`src/rtl/ocd_pkg.sv`:
```
// Constants and types for the opcode class decoder.
// Assumes instruction words arrive with bit 0 of the documented numbering in bit 31.
package ocd_pkg;
	// Instruction word field positions, as little-endian bit indices.
	localparam int OCD_PRIM_HI = 31;
	localparam int OCD_PRIM_LO = 26;
	localparam int OCD_SEC_HI = 10;
	localparam int OCD_SEC_LO = 1;
	localparam int OCD_OE_BIT = 10;
	localparam int OCD_RC_BIT = 0;
	localparam int OCD_WORD_W = 32;
	localparam int OCD_PRIM_W = 6;
	localparam int OCD_SEC_W = 10;

	// Primary opcodes that carry allocated or special space.
	localparam logic [5:0] OCD_OP_ZERO = 6'h00;
	localparam logic [5:0] OCD_OP_MAC = 6'h04;
	localparam logic [5:0] OCD_OP_XL = 6'h13;
	localparam logic [5:0] OCD_OP_X31 = 6'h1f;
	localparam logic [5:0] OCD_OP_FPS = 6'h3b;
	localparam logic [5:0] OCD_OP_FPD = 6'h3f;
	localparam logic [5:0] OCD_OP_FPLS_LO = 6'h30;
	localparam logic [5:0] OCD_OP_FPLS_HI = 6'h37;

	// Special secondary opcodes.
	localparam logic [9:0] OCD_SEC_TIMEBASE = 10'h173;
	localparam logic [9:0] OCD_SEC_FP_DEFINED = 10'h00c;
	localparam logic [4:0] OCD_SEC_ISEL = 5'h0f;

	// Outcome of one decode.
	typedef enum logic [3:0] {
		OCD_CLASS_EXEC = 4'h1,
		OCD_CLASS_NOP = 4'h2,
		OCD_CLASS_AUX = 4'h4,
		OCD_CLASS_ILLEGAL = 4'h8
	} ocd_class_type;

	localparam ocd_class_type OCD_CLASS_RESET = OCD_CLASS_ILLEGAL;
endpackage

```
`src/rtl/ocd_decoder.sv`:
```
// Opcode class decoder: sorts each instruction word into executed, true no-op,
// claimed by the auxiliary processor, or reserved-illegal. Result is registered.
// Assumes the word and the claim input come from logic on the same clock.
`timescale 1ns/1ps
module ocd_decoder (
	// Clock and reset
	input wire logic clock,
	input wire logic rst,
	// Instruction in
	input wire logic instr_valid,
	input wire logic [ocd_pkg::OCD_WORD_W-1:0] instr_word,
	input wire logic aux_claim,
	// Decode result
	output logic dec_valid_r,
	output ocd_pkg::ocd_class_type dec_class_r,
	output logic illegal_r,
	output logic aux_offer_r,
	output logic record_r,
	output logic overflow_en_r
);
	import ocd_pkg::*;

	function automatic logic prim_only_impl(input logic [5:0] p);
		prim_only_impl = (p inside {6'h03, 6'h07, 6'h08, [6'h0a:6'h12], 6'h14, 6'h15,
			[6'h17:6'h1d], [6'h20:6'h2f]});
	endfunction

	function automatic logic xl19_impl(input logic [9:0] s);
		xl19_impl = (s inside {10'h000, 10'h010, 10'h021, 10'h026, 10'h032, 10'h033,
			10'h081, 10'h096, 10'h0c1, 10'h0e1, 10'h101, 10'h121, 10'h1a1, 10'h1c1,
			10'h210});
	endfunction

	function automatic logic x4_impl(input logic [9:0] s);
		x4_impl = (s inside {10'h008, 10'h028, 10'h088, 10'h0a8, 10'h188, 10'h1a8});
	endfunction

	function automatic logic xo4_impl(input logic [8:0] s);
		xo4_impl = (s inside {9'h00c, 9'h02c, 9'h02e, 9'h04c, 9'h06c, 9'h06e, 9'h08c,
			9'h0ac, 9'h0ae, 9'h0cc, 9'h0ec, 9'h0ee, 9'h18c, 9'h1ac, 9'h1ae, 9'h1cc,
			9'h1ec, 9'h1ee});
	endfunction

	function automatic logic xo31_impl(input logic [8:0] s);
		xo31_impl = (s inside {9'h008, 9'h00a, 9'h00b, 9'h028, 9'h04b, 9'h068, 9'h088,
			9'h08a, 9'h0c8, 9'h0ca, 9'h0e8, 9'h0ea, 9'h0eb, 9'h10a, 9'h1cb, 9'h1eb});
	endfunction

	function automatic logic x31_impl(input logic [9:0] s);
		x31_impl = (s inside {10'h000, 10'h004, 10'h013, 10'h014, 10'h016, 10'h017,
			10'h018, 10'h01a, 10'h01c, 10'h020, 10'h036, 10'h037, 10'h03c, 10'h04e,
			10'h053, 10'h056, 10'h057, 10'h077, 10'h07c, 10'h083, 10'h090, 10'h092,
			10'h096, 10'h097, 10'h0a3, 10'h0b7, 10'h0d7, 10'h0f6, 10'h0f7, 10'h106,
			10'h116, 10'h117, 10'h11c, 10'h137, 10'h13c, 10'h143, 10'h153, 10'h157,
			10'h177, 10'h197, 10'h19c, 10'h1b7, 10'h1bc, 10'h1c3, 10'h1c6, 10'h1d6,
			10'h1dc, 10'h1e6, 10'h200, 10'h215, 10'h216, 10'h218, 10'h236, 10'h255,
			10'h256, 10'h295, 10'h296, 10'h2d5, 10'h2f6, 10'h316, 10'h318, 10'h338,
			10'h356, 10'h392, 10'h396, 10'h39a, 10'h3b2, 10'h3ba, 10'h3c6, 10'h3d2,
			10'h3d6, 10'h3e6, 10'h3f6});
	endfunction

	function automatic logic preserved_dead(input logic [9:0] s);
		preserved_dead = (s inside {10'h0d2, 10'h0f2, 10'h172, 10'h132, 10'h253,
			10'h293, 10'h136, 10'h1b6});
	endfunction

	// Field extraction.
	wire logic [5:0] prim = instr_word[OCD_PRIM_HI:OCD_PRIM_LO];
	wire logic [9:0] sec = instr_word[OCD_SEC_HI:OCD_SEC_LO];
	wire logic [8:0] sec9 = sec[8:0];
	wire logic is_zero_word = (instr_word == '0);

	wire logic p0 = (prim == OCD_OP_ZERO);
	wire logic p4 = (prim == OCD_OP_MAC);
	wire logic p19 = (prim == OCD_OP_XL);
	wire logic p31 = (prim == OCD_OP_X31);
	wire logic p59 = (prim == OCD_OP_FPS);
	wire logic p63 = (prim == OCD_OP_FPD);

	// Allocated space.
	wire logic alloc19 = p19 && !sec[4] && sec[2] && sec[1];
	wire logic alloc31_a = !sec[4] && !sec[3] && sec[2] && sec[1];
	wire logic alloc31_b = !sec[4] && (sec[2:0] == 3'h6);
	wire logic alloc31_c = (sec == 10'h156) || (sec == 10'h176) || (sec == 10'h336);
	wire logic alloc31 = p31 && (alloc31_a || alloc31_b || alloc31_c);
	wire logic fp_defined63 = p63 && (sec == OCD_SEC_FP_DEFINED);
	wire logic alloc_fp = (p59 || p63) && !sec[4] && (sec[2:1] == 2'h2) && !fp_defined63;
	wire logic alloc0 = p0 && !is_zero_word;
	wire logic allocated = p4 || alloc19 || alloc31 || alloc_fp || alloc0;

	// Floating point is defined but not in the core, so it may run on the coprocessor.
	wire logic fp_space = p59 || p63 || (prim inside {[OCD_OP_FPLS_LO:OCD_OP_FPLS_HI]});

	// Implemented in the core.
	wire logic xo31_hit = p31 && xo31_impl(sec9);
	wire logic isel_hit = p31 && (sec[4:0] == OCD_SEC_ISEL);
	wire logic timebase_hit = p31 && (sec == OCD_SEC_TIMEBASE);
	wire logic x31_hit = p31 && x31_impl(sec) && !preserved_dead(sec);
	wire logic xo4_hit = p4 && xo4_impl(sec9);
	wire logic x4_hit = p4 && x4_impl(sec);
	wire logic xo_form = xo4_hit || xo31_hit;
	wire logic core_impl = prim_only_impl(prim) || (p19 && xl19_impl(sec)) || x4_hit ||
		xo4_hit || x31_hit || xo31_hit || isel_hit || timebase_hit;
	wire logic res_nop = p31 && (sec[9:8] == 2'h2) && (sec[4:0] == 5'h12);

	// Allocated or floating work the core lacks may be offered outside.
	wire logic offerable = (allocated || fp_space) && !core_impl;
	wire logic take_aux = offerable && aux_claim;

	// Priority: executed, then no-op, then claimed by the coprocessor, else illegal.
	wire ocd_class_type class_nxt = core_impl ? OCD_CLASS_EXEC :
		res_nop ? OCD_CLASS_NOP :
		take_aux ? OCD_CLASS_AUX : OCD_CLASS_ILLEGAL;
	wire logic illegal_nxt = instr_valid && (class_nxt == OCD_CLASS_ILLEGAL);
	wire logic record_nxt = core_impl && instr_word[OCD_RC_BIT];
	wire logic overflow_nxt = xo_form && instr_word[OCD_OE_BIT];

	always_ff @(posedge clock or posedge rst) begin
		if (rst) begin
			dec_valid_r <= 1'b0;
			dec_class_r <= OCD_CLASS_RESET;
			illegal_r <= 1'b0;
			aux_offer_r <= 1'b0;
			record_r <= 1'b0;
			overflow_en_r <= 1'b0;
		end else begin
			dec_valid_r <= instr_valid;
			dec_class_r <= class_nxt;
			illegal_r <= illegal_nxt;
			aux_offer_r <= instr_valid && offerable;
			record_r <= record_nxt;
			overflow_en_r <= overflow_nxt;
		end
	end
endmodule

```
`config.mk`:
```
export PLATFORM = sky130hd
export DESIGN_NAME = ocd_decoder
export DESIGN_NICKNAME = d
export VERILOG_FILES = /design/src/rtl/ocd_pkg.sv /design/src/rtl/ocd_decoder.sv
export SDC_FILE = /design/constraint.sdc
export NUM_CORES = 1
export LEC_CHECK = 0
export BUFFER_PORTS_ARGS = -buffer_cell sky130_fd_sc_hd__buf_2
export CORE_UTILIZATION = 58
export CTS_BUF_LIST = sky130_fd_sc_hd__clkbuf_4 sky130_fd_sc_hd__clkbuf_8 sky130_fd_sc_hd__clkbuf_16
export DETAILED_ROUTE_END_ITERATION = 8
export PLACE_DENSITY = 0.95
export SLEW_MARGIN = 40
export SYNTH_ARGS = -nofsm -noshare
export SYNTH_HDL_FRONTEND = slang
export SYNTH_SLANG_ARGS = --single-unit
```
`constraint.sdc`:
```
create_clock -name clock -period 1.05 [get_ports clock]
set_clock_uncertainty 0.15 [all_clocks]
set_input_delay 0.105 -clock clock [delete_from_list [all_inputs] [get_ports clock]]
set_output_delay 0.105 -clock clock [all_outputs]
set_load 0.1 [all_outputs]
```
==> results of run 1 <==
through the flow:
stage / instances / utilization [%] / worst slack [ps] / TNS, ps / hold WS [ps]
after floorplan: 233 / - / -792.6 / -5179 / -218.2
after global placement: 380 / 96.28 / -1003 / -7077 / -87.21
after detailed placement: 380 / 96.28 / -1226 / -8599 / -68.27
cells by family after synthesis:
family	synth area share, %
AOI/OAI and AO/OA	27.38
xor gates and xnor gates	0.5209
buffers and inverters	11.83
DFF	13.47
and+or+nand+nor	46.80
==> summary.md, run 1 <==
| Metric | Value |
|---|---|
| Result of the run | `aborted with a tool error` |
| Stage at which the run stopped | `4_1_cts` |
| Run-stopping error | `[ERROR DPL-0038] Utilization greater than 100%, impossible to legalize` |
| Detailed placement HPWL | `a little under 7000 µm` |
| Number of flip-flops and latches in the synthesized netlist | `9` |
| Number of buffers on the longest clock path | `2` |
| Unique cell type count in the Yosys netlist | `62` |
| Number of H-tree branching levels | `1` |
| Cell with the most instances after synthesis | `sky130_fd_sc_hd__nor2_1` |
| Top-area cell type share of the netlist area | `about an eighth` |
| Clk sinks | `9` |
| Gate count of the mapped netlist | `between 200 and 250` |
| Inserted Clock Buffers | `3` |
| Yosys warning total | `0` |
| Top area cells in the synthesized netlist | `sky130_fd_sc_hd__dfrtp_1 (12%), sky130_fd_sc_hd__buf_6 (6.0%), sky130_fd_sc_hd__nor2_1 (5.1%), sky130_fd_sc_hd__nand4_1 (4.1%), sky130_fd_sc_hd__nand3_1 (3.6%)` |
| Die Width | `between 50 and 60 µm` |
| Synthesized net count | `about 270` |
| Number of I/O port buffers | `44` |
| Synth top cells by count | `sky130_fd_sc_hd__nor2_1 (23), sky130_fd_sc_hd__nand2_1 (16), sky130_fd_sc_hd__nand3_1 (12)` |
| Share of flip-flops with an asynchronous set or reset after synthesis | `100.0%` |
| IO Pins | `between 40 and 50` |
| Total number of placement rows | `19` |
| Starting Density | `approximately 61%` |
| Library cell used as clock root buffer | `sky130_fd_sc_hd__clkbuf_4` |
| Yosys top cell by area | `sky130_fd_sc_hd__dfrtp_1` |
| Fraction of the yosys area taken by sequential cells | `between 10% and 20%` |
| Average cell area after synthesis | `7.217 µm²` |
| Area after DPL | `about 2700 µm²` |
| Quantity of gates resized following cts | `a little under 70` |
| Die outline height | `55.85 µm` |
| Hold buffer count at CTS | `2` |
| Area of the mapped netlist | `1682 µm²` |
| Commonest register cell after synthesis | `sky130_fd_sc_hd__dfrtp_1` |
| Post-CTS setup buffer count | `12` |
| Last weighted congestion value of the routability-driven placer | `between 1 and 1.5` |
| Number of synthesized flops with an enable pin | `0` |
==> run 2, diff against run 1 <==
--- a/config.mk
+++ b/config.mk
@@ -6,10 +6,9 @@
 export NUM_CORES = 1
 export LEC_CHECK = 0
 export BUFFER_PORTS_ARGS = -buffer_cell sky130_fd_sc_hd__buf_2
-export CORE_UTILIZATION = 58
-export CTS_BUF_LIST = sky130_fd_sc_hd__clkbuf_4 sky130_fd_sc_hd__clkbuf_8 sky130_fd_sc_hd__clkbuf_16
+export CORE_UTILIZATION = 40
 export DETAILED_ROUTE_END_ITERATION = 8
-export PLACE_DENSITY = 0.95
+export PLACE_DENSITY_LB_ADDON = 0.15
 export SLEW_MARGIN = 40
 export SYNTH_ARGS = -nofsm -noshare
 export SYNTH_HDL_FRONTEND = slang
==> run 2 against run 1 <==
Against the previous run: synthesized cell count unchanged; the flow now finishes, with violations (setup timing); synthesized area stayed put.
==> summary.md, run 2 <==
| Metric | Value |
|---|---|
| Yosys top cell by area | `sky130_fd_sc_hd__dfrtp_1` |
| Vias in the first global route | `roughly 2400` |
| Pin count of the biggest net entering global routing | `18` |
| Number of H-tree branching levels | `1` |
| Critical hold path startpoint | `instr_valid` |
| Violations in the final reports | `setup timing` |
| IO Pins | `45` |
| Unrepaired setup endpoints after global routing | `true` |
| CP max FO | `4` |
| Critical path data arrival time | `around 1800 ps` |
| Worst slew slack as a fraction of its limit | `63.13%` |
| Hold Crit Class | `primary input to flop` |
| Crit path depth | `8` |
| Fraction of final layout cells sized beyond drive strength 1 | `~57%` |
| Slack of the critical path | `-782.7 ps` |
| Post-detailed-route count of antenna-violating nets | `0` |
| Starting Density | `a little over two fifths` |
| First-pass iteration count of the detailed router | `7` |
| Library cell used as clock root buffer | `sky130_fd_sc_hd__clkbuf_8` |
| Diodes inserted | `0` |
| Total of max-cap violations | `0` |
| Largest stage delay on the critical path | `about 520 ps` |
| Cell Count Post-Placement | `about 400` |
| Number of I/O port buffers | `44` |
| Average cell area after synthesis | `7.217 µm²` |
| Yosys warning total | `0` |
| Slew @ Worst Pin | `between 500 and 600 ps` |
| Final clock period utilization by the worst path | `174.5%` |
| Area after DPL | `about 2700 µm²` |
| Gate count of the mapped netlist | `233` |
| Setup slack at placement | `-1075 ps` |
| Period minus WS final | `1833 ps` |
| Antenna violations before repair | `0` |
| Flip-flop count of the largest register, all copies and words added | `4` |
| Type of the worst setup path | `primary input to flop` |
| Last weighted congestion value of the routability-driven placer | `approximately 0.97` |
| Cell with the most instances after synthesis | `sky130_fd_sc_hd__nor2_1` |
| Die Width | `66.84 µm` |
| Top-area cell type share of the netlist area | `11.90%` |
| Clk sinks | `9` |
| Hold Fails Final Rpt | `0` |
| Via-per-instance ratio | `between 6 and 7` |
| Synth top cells by count | `sky130_fd_sc_hd__nor2_1 (23), sky130_fd_sc_hd__nand2_1 (16), sky130_fd_sc_hd__nand3_1 (12)` |
| Number of buffers on the longest clock path | `2` |
| Die footprint | `roughly 4500 µm²` |
| Filler-free cell count of the finished design | `419` |
| Total of endpoints with negative setup slack in the final report | `14` |
| Total number of nets in the final design | `a little over 400` |
| Die outline height | `~67 µm` |
| GRT Resource Usage Total | `31.99%` |
| DR vias | `approximately 2600` |
| CP max stage cell | `sky130_fd_sc_hd__or4_1` |
| Unique cell type count in the Yosys netlist | `between 60 and 70` |
| Grt total ovfl | `0` |
| Most common cell after layout, fill and taps aside | `sky130_fd_sc_hd__buf_4` |
| Lkg Pwr | `~1.3 nW` |
| Fraction of the yosys area taken by sequential cells | `roughly 13%` |
| Endpoint kind of the worst setup timing path | `flop` |
| Final total negative setup slack | `-5441 ps` |
| Worst setup startpoint | `instr_word[10]` |
| Endpoint of the worst setup timing path | `illegal_r$_DFF_PP0_` |
| Total chip power | `approximately 1.9 mW` |
| Synthesized net count | `between 200 and 300` |
| Worst Setup Start Kind | `primary input` |
| Most frequent cells in the layout | `sky130_fd_sc_hd__buf_4 (94), sky130_fd_sc_hd__buf_2 (24), sky130_fd_sc_hd__nor2_1 (21)` |
| Inserted Clock Buffers | `3` |
| Critical path buffer and inverter count | `1` |
| Global-route wire length before repair | `about 11000 µm` |
| F_max | `approximately 550 MHz` |
| Number of flip-flops and latches in the synthesized netlist | `9` |
| Share of flip-flops with an asynchronous set or reset after synthesis | `100.0%` |
| Detailed router's first-iteration violation count | `approximately 190` |
| Area of all placed cells without fillers | `between 3000 and 4000 µm²` |
| Clock tree from TritonCTS | `built` |
| Detailed placement HPWL | `roughly 5100 µm` |
| Residual DRC | `0` |
| Total power density per cell area | `between 500 and 600 nW/µm²` |
| Area of the mapped netlist | `roughly 1700 µm²` |
| Clock-pin slew of the registers on the worst-case setup and hold paths | `40 ps` |
| Commonest register cell after synthesis | `sky130_fd_sc_hd__dfrtp_1` |
| Floorplan Core Area | `between 4000 and 5000 µm²` |
| Worst VDD drop | `0.4914 mV` |
| Total length of routed wires | `~7500 µm` |
| Slew Viols, Final | `0` |
| Chain of cells forming the critical path | `buf_6 > or4_1 > or4_4 > o21ai_2 > nor4_2 > o311ai_2 > o31a_1 > nor3b_2` |
| Wire length per cell after detailed routing | `about 18 µm` |
| Result of the run | `complete, but fails checks` |
| Data required time at the worst endpoint | `roughly 1000 ps` |
| Number of synthesized flops with an enable pin | `0` |
| Synth-to-layout area growth | `93.90%` |
| Category of cells accounting for the largest share of critical-path delay | `simple AND/OR/NAND/NOR gates` |
| Biggest register | `dec_class_r` |
| Total number of placement rows | `23` |
| Top area cells in the synthesized netlist | `sky130_fd_sc_hd__dfrtp_1 (12%), sky130_fd_sc_hd__buf_6 (6.0%), sky130_fd_sc_hd__nor2_1 (5.1%), sky130_fd_sc_hd__nand4_1 (4.1%), sky130_fd_sc_hd__nand3_1 (3.6%)` |
==> run 2: cell counts after synthesis <==
No cell type changed its count.
==> run 2: kinds of logic (layout without fill, tap and decap cells) <==
logic type,after synthesis,count (layout),synth area share [%]
AND/OR/NAND/NOR,135,135,46.80
AO/OA/AOI/OAI,60,60,27.38
buffers and inverters,28,164,11.83
flip-flops,9,9,13.47
XOR/XNOR,1,1,0.5209
==> run 2: power breakdown <==
group	leakage [nW]	total [mW]	switching, mW	internal, mW
logic	1.21	1.16	0.595	0.563
registers	0.107	0.385	0.0133	0.372
clock network	0.0228	0.385	0.122	0.263
==> run 2: repair_timing <==
action | CTS | global route
resized for setup | 57 | 29
setup endpoints to repair | 15 | 17
hold buffers | 3 | 0
endpoints found under the hold margin | 12 | 0
buffers inserted | 5 | 8
pin swaps | 23 | 18
==> run 2: cell type report <==
| cell class | instances | area [µm²] |
|---|---|---|
| clock buffer | 4 | 45.04 |
| fill | 243 | 768.2 |
| multi-input combinational | 196 | 1530 |
| tap | 50 | 62.56 |
| inverter | 7 | 26.28 |
| sequential | 9 | 237.7 |
| timing repair buffer | 153 | 1359 |
==> run 2: how the worst min path moves through the flow <==
stage                          endpoint  cells after the start  slack (ps)
2_1_floorplan  dec_class_r[2]$_DFF_PP0_                      1        -220
4_1_cts             illegal_r$_DFF_PP0_                      2           7
3_5_place_dp        illegal_r$_DFF_PP0_                      2         -90
3_3_place_gp        illegal_r$_DFF_PP0_                      2         -90
5_1_grt             illegal_r$_DFF_PP0_                      2          20
6_report            illegal_r$_DFF_PP0_                      2          10
==> run 2: layer usage <==
layer / up-vias / part of all wire, % / GRT usage, %
li1: 1185 / - / -
met4: 0 / 5.1 / 14.36
met2: 168 / 50 / 56.69
met5: - / 0 / 0
met1: 1213 / 37 / 37.78
met3: 40 / 7.2 / 4.110
==> run 2: through the flow <==
| step | utilization [%] | hold WS, ps |
|---|---|---|
| after floorplan | - | -218.2 |
| after global placement | 66.80 | -86.28 |
| after detailed placement | 66.80 | -85.44 |
| after CTS | 75.53 | 7.064 |
| after global routing | 80.93 | 15.87 |
| final | 80.93 | 10.40 |
Power figures use the tool's default switching activity.
